**src/hw/srdi_consts.svh**
```systemverilog
// offsets, field positions, codes and reset values of the command block
`ifndef SRDI_CONSTS_SVH
`define SRDI_CONSTS_SVH
`define SRDI_A_CDB0    6'h00
`define SRDI_A_CDB3    6'h03
`define SRDI_A_CTRL    6'h04
`define SRDI_A_STAT    6'h05
`define SRDI_A_SENSE   6'h06
`define SRDI_A_INIT    6'h07
`define SRDI_A_CAPHI   6'h08
`define SRDI_A_CAPLO   6'h09
`define SRDI_A_DATA    6'h0a
`define SRDI_A_XLEN    6'h0b
`define SRDI_A_ELEMEN  6'h0c
`define SRDI_A_STLEN   6'h0d
`define SRDI_A_RESV    6'h0e
`define SRDI_A_STG0    6'h10
`define SRDI_A_STG3    6'h13
`define SRDI_C_START   0
`define SRDI_C_SETID   1
`define SRDI_C_FMTOK   2
`define SRDI_C_UCODE   3
`define SRDI_C_FMTBAD  4
`define SRDI_OP_REL10  8'h57
`define SRDI_OP_SA16   8'h9e
`define SRDI_SA_DEPOP  5'h18
`define SRDI_OP_SA12   8'ha3
`define SRDI_SA_REPID  5'h05
`define SRDI_TP_BIT    4
`define SRDI_ST_GOOD   8'h00
`define SRDI_ST_CHECK  8'h02
`define SRDI_SK_NONE   4'h0
`define SRDI_SK_NRDY   4'h2
`define SRDI_SK_MED    4'h3
`define SRDI_SK_ILL    4'h5
`define SRDI_ASC_NONE  8'h00
`define SRDI_ASC_NRDY  8'h04
`define SRDI_ASC_BADOP 8'h20
`define SRDI_ASC_FIELD 8'h24
`define SRDI_ASC_DEPOP 8'h31
`define SRDI_Q_UCODE   8'h1a
`define SRDI_Q_DEPOP   8'h03
`define SRDI_ELEM_MAX  8
`define SRDI_ID_MAX    16
`define SRDI_LEN_HDR   32'h0000_0004
`define SRDI_CAP_RST   64'h0000_0000_1000_0000
`endif

```
**src/hw/srdi_pkg.sv**
```systemverilog
// types shared by the command block
package srdi_pkg;
    typedef enum logic [3:0] {
        SRDI_IDLE  = 4'b0001,
        SRDI_EXEC  = 4'b0010,
        SRDI_MEDIA = 4'b0100,
        SRDI_DATA  = 4'b1000
    } srdi_state_e;

    typedef struct packed {
        logic [7:0] stat;
        logic [3:0] skey;
        logic [7:0] asc;
        logic [7:0] ascq;
    } srdi_result_s;

    typedef struct packed {
        srdi_state_e        st;
        logic [15:0][7:0]   cdb;
        logic [7:0]         initiator;
        logic               res_held;
        logic [7:0]         res_owner;
        logic [63:0]        cap;
        logic [63:0]        new_cap;
        logic [31:0]        dep_elem;
        logic               depop_req;
        logic [7:0]         elem_en;
        logic               ucode;
        logic               fmt_bad;
        logic               done;
        srdi_result_s       res;
        logic [31:0]        xlen;
        logic [31:0]        xidx;
        logic [7:0]         stg_len;
        logic [15:0][7:0]   stg;
        logic [2:0]         nv_sync;
        logic               nv_ok;
        logic               ack;
        logic [31:0]        rdata;
    } srdi_state_s;
endpackage

```
**src/hw/srdi_cmd_core.sv**
```systemverilog
// release(10), depopulate-and-truncate and identifier report interpreter
//
// The Wishbone register port and the placing of the registers are this design's own decisions.
`timescale 1ns/1ps
`include "srdi_consts.svh"

module srdi_cmd_core #(
    parameter int NUM_ELEM = 4,
    parameter int ID_BYTES = 16,
    parameter logic [63:0] ELEM_BLOCKS = 64'h0000_0000_0400_0000
) (
    input  wire logic        clk_i,
    input  wire logic        rst_n_i,
    input  wire logic        wb_cyc_i,
    input  wire logic        wb_stb_i,
    input  wire logic        wb_we_i,
    input  wire logic [7:0]  wb_adr_i,
    input  wire logic [31:0] wb_dat_i,
    input  wire logic [3:0]  wb_sel_i,
    output logic      [31:0] wb_dat_o,
    output logic             wb_ack_o,
    input  wire logic        nv_ready_i,
    input  wire logic        media_done_i,
    input  wire logic        media_fail_i,
    output logic             depop_req_o,
    output logic      [31:0] depop_elem_o,
    output logic      [63:0] depop_cap_o,
    output logic             fmt_corrupt_o
);
    import srdi_pkg::*;

    if (NUM_ELEM < 1 || NUM_ELEM > `SRDI_ELEM_MAX) begin : g_elem_chk
        $error("NUM_ELEM out of range");
    end
    if (ID_BYTES < 1 || ID_BYTES > `SRDI_ID_MAX) begin : g_id_chk
        $error("ID_BYTES out of range");
    end

    srdi_state_s r_reg;
    srdi_state_s r_next;

    // nonvolatile identifier store: no reset, so it outlives any reset
    logic [7:0]  id_mem [`SRDI_ID_MAX];
    logic [7:0]  id_len_reg = 8'h00;
    logic        set_id;

    function automatic logic [31:0] merge(input logic [31:0] o,
                                          input logic [31:0] d,
                                          input logic [3:0]  s);
        logic [31:0] m;
        m = o;
        for (int i = 0; i < 4; i++)
            if (s[i])
                m[i*8 +: 8] = d[i*8 +: 8];
        return m;
    endfunction

    // bus words are big-endian: bits 31:24 carry the lowest byte number
    function automatic logic [31:0] bswap(input logic [31:0] w);
        return {w[7:0], w[15:8], w[23:16], w[31:24]};
    endfunction

    function automatic srdi_result_s mk(input logic [3:0] k,
                                        input logic [7:0] a,
                                        input logic [7:0] q);
        srdi_result_s x;
        x.stat = (k == `SRDI_SK_NONE) ? `SRDI_ST_GOOD : `SRDI_ST_CHECK;
        x.skey = k;
        x.asc  = a;
        x.ascq = q;
        return x;
    endfunction

    function automatic logic is_medium(input logic [7:0] op);
        case (op)
            8'h08, 8'h0a, 8'h28, 8'h2a, 8'h88, 8'h8a: return 1'b1;
            default: return 1'b0;
        endcase
    endfunction

    logic              req;
    logic [5:0]        widx;
    logic [7:0]        op;
    logic [4:0]        sa;
    logic              is_rel;
    logic              is_dep;
    logic              is_rep;
    logic [63:0]       req_cap;
    logic [63:0]       tgt_cap;
    logic [31:0]       eid;
    logic              elem_ok;
    logic              cap_ok;
    logic [31:0]       alloc;
    logic [31:0]       full_len;
    logic [31:0]       xbyte_idx;
    logic [7:0]        xbyte;
    logic              lun_bad;

    assign req     = wb_cyc_i & wb_stb_i & ~r_reg.ack;
    assign widx    = wb_adr_i[7:2];
    assign op      = r_reg.cdb[0];
    assign sa      = r_reg.cdb[1][4:0];
    assign is_rel  = (op == `SRDI_OP_REL10);
    assign is_dep  = (op == `SRDI_OP_SA16) && (sa == `SRDI_SA_DEPOP);
    assign is_rep  = (op == `SRDI_OP_SA12) && (sa == `SRDI_SA_REPID);
    assign req_cap = {r_reg.cdb[2], r_reg.cdb[3], r_reg.cdb[4],
                      r_reg.cdb[5], r_reg.cdb[6], r_reg.cdb[7],
                      r_reg.cdb[8], r_reg.cdb[9]};
    assign eid     = {r_reg.cdb[10], r_reg.cdb[11],
                      r_reg.cdb[12], r_reg.cdb[13]};
    assign alloc   = {r_reg.cdb[6], r_reg.cdb[7],
                      r_reg.cdb[8], r_reg.cdb[9]};
    assign lun_bad = ({r_reg.cdb[4], r_reg.cdb[5]} != 16'h0000);
    // zero asks the target to drop exactly one element's worth of blocks
    assign tgt_cap = (req_cap == 64'h0) ? r_reg.cap - ELEM_BLOCKS
                                        : req_cap;
    assign cap_ok  = (r_reg.cap > ELEM_BLOCKS) &&
                     (tgt_cap != 64'h0) &&
                     (tgt_cap <= r_reg.cap - ELEM_BLOCKS);
    // ids 1..NUM_ELEM are the storage elements; others are not type 01h
    assign elem_ok = (eid != 32'h0) && (eid <= 32'(NUM_ELEM)) &&
                     r_reg.elem_en[3'(eid - 32'h1)];
    assign full_len  = `SRDI_LEN_HDR + {24'h0, id_len_reg};
    assign xbyte_idx = r_reg.xidx - `SRDI_LEN_HDR;

    always_comb begin
        if (r_reg.xidx < `SRDI_LEN_HDR)
            // identifier length id_len_reg, header not counted, even when truncated by allocation
            xbyte = 8'({24'h0, id_len_reg} >> (8'd24 -
                    8'(r_reg.xidx[1:0]) * 8'd8));
        else
            xbyte = id_mem[xbyte_idx[3:0]];
    end

    assign set_id = req && wb_we_i && (widx == `SRDI_A_CTRL) &&
                    wb_sel_i[0] && wb_dat_i[`SRDI_C_SETID] &&
                    r_reg.nv_ok && (r_reg.stg_len <= 8'(ID_BYTES));

    always_ff @(posedge clk_i) begin
        if (set_id) begin
            id_len_reg <= r_reg.stg_len;
            for (int i = 0; i < `SRDI_ID_MAX; i++)
                id_mem[i] <= r_reg.stg[i];
        end
    end

    always_comb begin
        r_next = r_reg;
        r_next.ack = req;
        r_next.nv_sync = {r_reg.nv_sync[1:0], nv_ready_i};
        if (r_reg.nv_sync[1] == r_reg.nv_sync[2])
            r_next.nv_ok = r_reg.nv_sync[2];
        if (req && !wb_we_i) begin
            case (widx)
                `SRDI_A_CTRL:   r_next.rdata = {27'h0, r_reg.fmt_bad,
                                                r_reg.ucode, 3'h0};
                `SRDI_A_STAT:   r_next.rdata = {28'h0,
                                    r_reg.st == SRDI_DATA, r_reg.nv_ok,
                                    r_reg.done, r_reg.st != SRDI_IDLE};
                `SRDI_A_SENSE:  r_next.rdata = {r_reg.res.ascq,
                                    r_reg.res.asc, 4'h0, r_reg.res.skey,
                                    r_reg.res.stat};
                `SRDI_A_INIT:   r_next.rdata = {24'h0, r_reg.initiator};
                `SRDI_A_CAPHI:  r_next.rdata = r_reg.cap[63:32];
                `SRDI_A_CAPLO:  r_next.rdata = r_reg.cap[31:0];
                `SRDI_A_DATA:   r_next.rdata = (r_reg.st == SRDI_DATA) ?
                                               {24'h0, xbyte} : 32'h0;
                `SRDI_A_XLEN:   r_next.rdata = r_reg.xlen;
                `SRDI_A_ELEMEN: r_next.rdata = {24'h0, r_reg.elem_en};
                `SRDI_A_STLEN:  r_next.rdata = {24'h0, r_reg.stg_len};
                `SRDI_A_RESV:   r_next.rdata = {23'h0, r_reg.res_held,
                                                r_reg.res_owner};
                default: begin
                    if (widx <= `SRDI_A_CDB3)
                        r_next.rdata = bswap(r_reg.cdb[widx[1:0]*4 +: 4]);
                    else if (widx >= `SRDI_A_STG0 && widx <= `SRDI_A_STG3)
                        r_next.rdata = bswap(r_reg.stg[widx[1:0]*4 +: 4]);
                    else
                        r_next.rdata = 32'h0;
                end
            endcase
        end
        if (req && wb_we_i) begin
            case (widx)
                `SRDI_A_CTRL: begin
                    if (wb_sel_i[0]) begin
                        r_next.ucode = wb_dat_i[`SRDI_C_UCODE];
                        if (wb_dat_i[`SRDI_C_FMTOK])
                            r_next.fmt_bad = 1'b0;
                        if (wb_dat_i[`SRDI_C_START] &&
                            r_reg.st == SRDI_IDLE) begin
                            r_next.st   = SRDI_EXEC;
                            r_next.done = 1'b0;
                        end
                    end
                end
                `SRDI_A_INIT: r_next.initiator =
                    8'(merge({24'h0, r_reg.initiator}, wb_dat_i, wb_sel_i));
                `SRDI_A_CAPHI: r_next.cap[63:32] =
                    merge(r_reg.cap[63:32], wb_dat_i, wb_sel_i);
                `SRDI_A_CAPLO: r_next.cap[31:0] =
                    merge(r_reg.cap[31:0], wb_dat_i, wb_sel_i);
                `SRDI_A_ELEMEN: r_next.elem_en =
                    8'(merge({24'h0, r_reg.elem_en}, wb_dat_i, wb_sel_i));
                `SRDI_A_STLEN: r_next.stg_len =
                    8'(merge({24'h0, r_reg.stg_len}, wb_dat_i, wb_sel_i));
                // software loads the reservation; commands only release it
                `SRDI_A_RESV: {r_next.res_held, r_next.res_owner} =
                    9'(merge({23'h0, r_reg.res_held, r_reg.res_owner},
                             wb_dat_i, wb_sel_i));
                default: begin
                    // the command bytes are frozen while a command runs
                    if (widx <= `SRDI_A_CDB3 && r_reg.st == SRDI_IDLE)
                        r_next.cdb[widx[1:0]*4 +: 4] = bswap(merge(
                            bswap(r_reg.cdb[widx[1:0]*4 +: 4]),
                            wb_dat_i, wb_sel_i));
                    else if (widx >= `SRDI_A_STG0 && widx <= `SRDI_A_STG3)
                        r_next.stg[widx[1:0]*4 +: 4] = bswap(merge(
                            bswap(r_reg.stg[widx[1:0]*4 +: 4]),
                            wb_dat_i, wb_sel_i));
                end
            endcase
        end
        case (r_reg.st)
            SRDI_IDLE: ;
            // every check decides here; media and data start only after
            SRDI_EXEC: begin
                r_next.st   = SRDI_IDLE;
                r_next.done = 1'b1;
                r_next.res  = mk(`SRDI_SK_NONE, `SRDI_ASC_NONE, 8'h00);
                if (is_rel) begin
                    // reservation id and extent bytes are never looked at
                    if (r_reg.cdb[1][`SRDI_TP_BIT])
                        r_next.res = mk(`SRDI_SK_ILL, `SRDI_ASC_FIELD, 8'h00);
                    else if (r_reg.res_held &&
                             r_reg.res_owner == r_reg.initiator)
                        r_next.res_held = 1'b0;
                end else if (is_dep) begin
                    if (r_reg.ucode)
                        r_next.res = mk(`SRDI_SK_NRDY, `SRDI_ASC_NRDY,
                                        `SRDI_Q_UCODE);
                    else if (!elem_ok || !cap_ok)
                        r_next.res = mk(`SRDI_SK_ILL, `SRDI_ASC_FIELD, 8'h00);
                    else begin
                        r_next.st        = SRDI_MEDIA;
                        r_next.done      = 1'b0;
                        r_next.depop_req = 1'b1;
                        r_next.dep_elem  = eid;
                        r_next.new_cap   = tgt_cap;
                    end
                end else if (is_rep) begin
                    if (lun_bad)
                        r_next.res = mk(`SRDI_SK_ILL, `SRDI_ASC_FIELD, 8'h00);
                    else if (!r_reg.nv_ok)
                        r_next.res = mk(`SRDI_SK_NRDY, `SRDI_ASC_NRDY, 8'h00);
                    else begin
                        r_next.xlen = (alloc < full_len) ? alloc
                                                         : full_len;
                        r_next.xidx = 32'h0;
                        if (r_next.xlen != 32'h0) begin
                            r_next.st   = SRDI_DATA;
                            r_next.done = 1'b0;
                        end
                    end
                end else if (is_medium(op) && r_reg.fmt_bad)
                    r_next.res = mk(`SRDI_SK_MED, `SRDI_ASC_DEPOP,
                                    `SRDI_Q_DEPOP);
                else if (!is_medium(op))
                    r_next.res = mk(`SRDI_SK_ILL, `SRDI_ASC_BADOP, 8'h00);
            end
            SRDI_MEDIA: begin
                if (media_done_i) begin
                    r_next.depop_req = 1'b0;
                    r_next.st        = SRDI_IDLE;
                    r_next.done      = 1'b1;
                    if (media_fail_i) begin
                        // set wins over a format-good clear in this cycle
                        r_next.fmt_bad = 1'b1;
                        r_next.res = mk(`SRDI_SK_MED, `SRDI_ASC_DEPOP,
                                        `SRDI_Q_DEPOP);
                    end else
                        r_next.cap = r_reg.new_cap;
                end
            end
            SRDI_DATA: begin
                // each read of the data register hands out one byte
                if (req && !wb_we_i && widx == `SRDI_A_DATA) begin
                    r_next.xidx = r_reg.xidx + 32'h1;
                    if (r_next.xidx == r_reg.xlen) begin
                        r_next.st   = SRDI_IDLE;
                        r_next.done = 1'b1;
                    end
                end
            end
            default: r_next.st = SRDI_IDLE;
        endcase
    end

    always_ff @(posedge clk_i) begin
        if (!rst_n_i) begin
            r_reg         <= '0;
            r_reg.st      <= SRDI_IDLE;
            r_reg.cap     <= `SRDI_CAP_RST;
            r_reg.elem_en <= 8'hff;
        end else begin
            r_reg <= r_next;
        end
    end

    assign wb_dat_o      = r_reg.rdata;
    assign wb_ack_o      = r_reg.ack;
    assign depop_req_o   = r_reg.depop_req;
    assign depop_elem_o  = r_reg.dep_elem;
    assign depop_cap_o   = r_reg.new_cap;
    assign fmt_corrupt_o = r_reg.fmt_bad;

    logic ex;
    assign ex = (r_reg.st == SRDI_EXEC);
endmodule // srdi_cmd_core

```
**config.mk**
```make
export PLATFORM = sky130hd
export DESIGN_NAME = srdi_cmd_core
export DESIGN_NICKNAME = d
export VERILOG_FILES = /design/src/hw/srdi_pkg.sv /design/src/hw/srdi_cmd_core.sv
export VERILOG_INCLUDE_DIRS = /design/src /design/src/hw
export SDC_FILE = /design/constraint.sdc
export NUM_CORES = 2
export LEC_CHECK = 0
export ABC_AREA = 1
export BUFFER_PORTS_ARGS = -buffer_cell sky130_fd_sc_hd__buf_2
export CAP_MARGIN = 20
export CELL_PAD_IN_SITES_DETAIL_PLACEMENT = 1
export CELL_PAD_IN_SITES_GLOBAL_PLACEMENT = 2
export CORE_AREA = 2 2 286 358
export DETAILED_ROUTE_END_ITERATION = 8
export DIE_AREA = 0 0 288 360
export GPL_TIMING_DRIVEN = 0
export PLACE_DENSITY = 0.9
export REMOVE_ABC_BUFFERS = 1
export SETUP_SLACK_MARGIN = 0.05
export SYNTH_ARGS = -nofsm -noshare
export SYNTH_HDL_FRONTEND = slang
export SYNTH_SLANG_ARGS = --single-unit
```
**constraint.sdc**
```tcl
create_clock -name clk_i -period 53.7 [get_ports clk_i]
set_input_delay 5.37 -clock clk_i [delete_from_list [all_inputs] [get_ports clk_i]]
set_output_delay 5.37 -clock clk_i [all_outputs]
set_load 0.05 [all_outputs]
```
== Yosys cells after proc, flatten, opt, wreduce, memory -nomap -nowiden ==
Memories as Yosys holds them, arrays and structs flattened.
Index checks and enable logic that the tools add are counted.
Storage, ports and cells
  flip-flop bits (word level): 594
  RAM bits: 128
  output and inout port bits: 131
  memories: 1
  word-level logic and storage cells: 345
Memories
  id_mem: words 16, width 8, rd ports 1, clocked after Yosys merged registers in 0, wr ports 16, RTL line srdi_cmd_core.sv:43  | logic [7:0] id_mem [`SRDI_ID_MAX];
Operators by class
  reduce and logical (&&, ||, !) cells: 44
  shift operators: 34
  $lt $le $gt $ge: 10
  add/sub/neg operators: 7
  muxes and demuxes: 142
  bitwise gates (word level): 10
  eq/ne operators: 41
Operators by type and width (number)
  4-bit by 34-bit variable part select with 16-bit output: 16
  8-bit 2-to-1 mux: 49
  32-bit 2-to-1 mux: 11
  32-bit one-hot mux with 11 select lines: 1
  128-bit bitwise mux: 2
  128-bit 2-to-1 mux: 2
  64-bit 2-to-1 mux: 4
  16-bit by 5-bit variable part select with 4-bit output: 16
  213-bit 2-to-1 mux: 1
  22-bit 2-to-1 mux: 6
  28-bit 2-to-1 mux: 4
  64-bit by 27-bit > comparator with 1-bit output, second input constant: 1
  64-bit <= comparator: 1
  64-bit zero test: 1
  32-bit one-hot mux with 2 select lines: 1
  32-bit nonzero test: 2
  64-bit nonzero test: 1
  64-bit by 27-bit subtractor with 64-bit output, second input constant: 1
  28-bit one-hot mux with 2 select lines: 1
  4-bit 2-to-1 mux: 12
  6-bit by 4-bit equality test with 1-bit output, second input constant: 7
  1-bit 2-to-1 mux: 36
  4-bit negator with 34-bit output: 1
  4-bit by 34-bit variable shift with 16-bit output, first input constant: 1
  other kinds (54): 110

== Longest topological paths before layout ==
  depth in word-level cells: 19
  mapped depth: 28
  depth with buffers taken out: 26

== Worst setup path after synthesis ==
No wires, ideal clock.
  path type: input port to flip-flop
  start: input port wb_adr_i[2]
  end: register id_len_reg[0], enable pin
  stages on the path: 13
  setup time: 1.350 ns
  path slack: 24.393 ns
  buffers on the path: 3
  required time: 52.350 ns
  arrival: 27.957 ns
  cell sequence: clkbuf_1 > clkbuf_1 > inv_1 > clkbuf_1 > ha_1 > inv_1 > nor2_1 > inv_2 > nor2_1 > inv_1 > nor2_1 > inv_1 > a2111oi_0
On the way
  word-level cells in the longest chain between the ends: 6
Ends and longest elaborated chain
  start, declared: RTL line srdi_cmd_core.sv:17  | input wire logic [7:0] wb_adr_i,
  6-bit by 3-bit equality test with 1-bit output
  1-bit logical AND (5 in a row): RTL line srdi_cmd_core.sv:135  | assign set_id = req && wb_we_i && (widx == `SRDI_A_CTRL) &&
  named net set_id: RTL line srdi_cmd_core.sv:45  | logic set_id;
  end signal, assigned: RTL line srdi_cmd_core.sv:141  | id_len_reg <= r_reg.stg_len;
  end, declared: RTL line srdi_cmd_core.sv:44  | logic [7:0] id_len_reg = 8'h00;
The timed path passes the listed nets, and every way through them passes these cells.
A chain may end at the register's enable or synchronous reset.

== Final worst setup path ==
  start: input port wb_adr_i[3]
  end: register r_reg[474] (netlist bit)
On the way
  word-level cells in the longest chain between the ends: 7
  elaborated cells on any way between the ends: 33
Ends and longest elaborated chain
  16-bit by 5-bit variable part select with 4-bit output: RTL line srdi_cmd_core.sv:215  | bswap(r_reg.cdb[widx[1:0]*4 +: 4]),
  8-bit 2-to-1 mux: RTL line srdi_cmd_core.sv:53  | if (s[i])
  8-bit 2-to-1 mux: RTL line srdi_cmd_core.sv:213  | if (widx <= `SRDI_A_CDB3 && r_reg.st == SRDI_IDLE)
  8-bit 2-to-1 mux: RTL line srdi_cmd_core.sv:184  | case (widx)
  8-bit 2-to-1 mux: RTL line srdi_cmd_core.sv:183  | if (req && wb_we_i) begin
  4-bit by 34-bit variable part select with 16-bit output: RTL line srdi_cmd_core.sv:214  | r_next.cdb[widx[1:0]*4 +: 4] = bswap(merge(
  128-bit bitwise mux: RTL line srdi_cmd_core.sv:214
  end signal, assigned: RTL line srdi_cmd_core.sv:306  | r_reg <= r_next;
  end, declared: RTL line srdi_cmd_core.sv:39  | srdi_state_s r_reg;
Several ways; a longest one is shown, not always the timed one. The select of a mux whose other input is x is not followed.

==> impl_metrics.py <==
metrics = {
    "sta": {
        "tightest_slew_ns": 1.17,
        "finClkSkew_ns": 0.0334,
        "maxSlewViolCount": 0,
        "fin_crit_sh_pct": 18.7,
        "report.final.hold_viol_count": 0,
        "setup_viol": 0,
        "grt_setup_unrepaired": "no",
        "fmax_ghz": 0.0997,
        "slew-limit-headroom_pct": 22.2,
        "finalWorstSetupSlack_ns": 43.67,
        "fin_setup_tns_ns": 0,
        "period_needed_ns": 10.03,
    },
    "cts": {
        "cts_buffers": 81,
        "h-tree-depth": 3,
        "clock_path_buffers": 3,
        "cts_sinks": 702,
        "hold_buffers": 0,
        "worst_skew_pair.late_latency_ns": 0.69,
        "postCtsSetupBuffers": 0,
        "cts-resized-gates": 0,
        "path_clk_slew_ns": 0.06,
        "tritoncts": "yes",
        "root_buffer": "clkbuf_16",
    },
    "placed_design": {
        "dp.cells": 6546,
        "place_hpwl_microns": 126000,
        "io_buffers": 180,
        "gp_congestion": 1.02,
        "pre_cts_ws_ns": 43.06,
        "dpl_cell_area_sq_um": 40200,
    },
    "setup_path": {
        "ff2ff_path_depth": 23,
        "critical_path_class": "in -> reg",
        "end_kind": "register",
        "crit_fanout": 52,
        "worstSetupStartpointType": "input port",
        "r2r-start": "r_reg[493]",
        "arrival_ns": 10.59,
        "r2r_end": "depop_cap_o[15]",
        "worstPathRequired_ns": 54.26,
        "ff2ff_setup_slack_ns": 46.89,
    },
    "status": {
        "outcome": "finished clean",
    },
    "drt": {
        "vias": 39100,
        "via_per_inst": 5.84,
        "drc": 0,
        "finalWirelength_microns": 174000,
        "drt_iter0_markers": 3401,
        "firstDrtPassIters": 6,
        "wl_per_cell_microns": 25.9,
        "drtAntennaViolNets": 0,
    },
    "finish": {
        "register_area_sq_um": 15400,
        "final_nets": 5447,
        "largest_register_ffs": 361,
        "finalNonFillerCells": 6699,
        "drive_gt1_share_pct": 8.52,
        "fillers": 12600,
        "synthToLayoutAreaGrowth_pct": 10.7,
        "layout_common_cells": "nand2_1 (865), inv_1 (769), nor2_1 (587), dfxtp_1 (564), o21ai_0 (448)",
        "multi_input_area_sq_um": 18100,
        "final_common_cell": "nand2_1",
        "final_cell_area_sq_um": 43000,
    },
    "floorplan": {
        "rows": 130,
        "die_area_sq_um": 104000,
        "initial_utilization_pct": 38.7,
        "die_h_microns": 360,
        "fp.dieW_microns": 288,
        "coreArea_sq_um": 100000,
        "io_pins": 183,
    },
    "min_path": {
        "hold_class": "reg -> reg",
        "worstHoldEndpoint": "r_next[36]",
        "hold_path_depth": 2,
        "min_from": "r_next[35]",
    },
    "flow_run": {
        "maxCapViolCount": 0,
    },
    "pwr": {
        "powerDensity_nw_per_um2": 28.7,
        "leakagePower_nw": 18.5,
        "fin_total_pwr_mw": 1.23,
        "ir_drop_mv": 0.0238,
    },
    "yosys": {
        "syn_area_sq_um": 38800,
        "ys_ff_latch": 702,
        "synth_ff_type": "dfxtp_1",
        "yosysSeqAreaShare_pct": 39.7,
        "synthArstFlopShare_pct": 0,
        "ys.warnings.count": 0,
        "syn_inst": 5438,
        "synth_cell_type_count": 57,
        "synth_edf_count": 136,
        "syn_area_per_cell_sq_um": 7.14,
    },
    "grt": {
        "grt_usage_pct": 32.8,
        "grt_pass1_vias": 38600,
        "grt_pass1_wl_microns": 254000,
        "overflow": 0,
        "grt_max_degree": 182,
        "antenna_found_initial": 6,
    },
}
## worst max-delay path by stage
| stage | startpoint | endpoint | depth (start not counted) | slack, ns |
|---|---|---|---|---|
| floorplan | wb_adr_i[3] | id_len_reg[0] | 10 | 22.94 |
| global placement | wb_adr_i[2] | id_mem[6][3] | 11 | 3.96 |
| detailed placement | wb_adr_i[3] | r_reg[474] | 17 | 43.06 |
| CTS | wb_adr_i[3] | r_reg[474] | 17 | 43.76 |
| global route | wb_adr_i[3] | r_reg[485] | 17 | 43.48 |
| finish | wb_adr_i[3] | r_reg[474] | 17 | 43.67 |
## critical path, stage by stage
cell	delay, ns
buf_4	0.36
inv_4	0.23
buf_16	0.27
ha_4	0.38
inv_1	0.11
nor2_1	0.06
inv_2	0.07
nor2_2	0.09
buf_8	0.18
inv_2	0.83
nand3_1	0.32
nor3_4	0.44
nor3b_4	0.49
nand2_2	0.56
buf_12	0.38
o21ai_0	0.26
a21oi_1	0.07
## synthesized netlist by cell type (44+ instances only)
cell        n  share of area, %
buf_4     140               2.7
nand4_1    44              0.71
o22ai_1   116               1.9
a211oi_1  189               3.7
edfxtp_1  136                11
clkbuf_1  234               2.3
nor3_1     66              0.85
nand3_1   253               3.3
o21ai_0   448               5.8
dfxtp_1   566                29
nor2_1    592               5.7
inv_1     775               7.5
ha_1       85               2.7
a21oi_1   391               5.0
nand2_1   865               8.4
a31oi_1   189               3.0
## layout make-up
| type | count | share of cell area (%) |
|---|---|---|
| clock inverters | 47 | 1.27 |
| flip-flops and latches | 702 | 35.9 |
| inverters | 793 | 6.97 |
| multi-input cells | 3486 | 42.2 |
| well taps | 1320 | 3.85 |
| clock buffers | 103 | 5.17 |
| diodes | 2 | 0.0117 |
| repair buffers | 246 | 4.68 |
## stage by stage
| step | hold slack [ns] | util [%] |
|---|---|---|
| after floorplan | 0.390 | - |
| after global placement | 0.411 | 38.9 |
| after detailed placement | 0.406 | 40.1 |
| after CTS | 0.426 | 42.9 |
| after global routing | 0.434 | 42.9 |
| final | 0.428 | 42.9 |
## logic make-up after synthesis
| family | Yosys count | share of synthesized area [%] |
|---|---|---|
| flops | 702 | 39.7 |
| xor+xnor | 31 | 0.700 |
| mux | 1 | 0.0258 |
| simple gates | 1885 | 20.2 |
| buf+inv | 1250 | 13.9 |
| compound gates | 1484 | 22.7 |
| fa+ha+maj | 85 | 2.74 |
## per-layer routing
layer | track usage, % | up-vias | routed length [microns] | part of all wire [%]
met2 | 51.9 | 1472 | 78200 | 45
met5 | 0 | - | 23 | 0.013
met1 | 41.1 | 19300 | 69900 | 40
met3 | 4.59 | 375 | 11900 | 6.9
li1 | - | 17900 | - | -
met4 | 22.5 | 4 | 13600 | 7.8
## power breakdown
group          switching, mW  internal (mW)
registers            0.00140          0.536
logic                 0.0778         0.0225
clock network          0.250          0.343
total                  0.329          0.902
No activity file was read; power rests on OpenSTA's default activity.
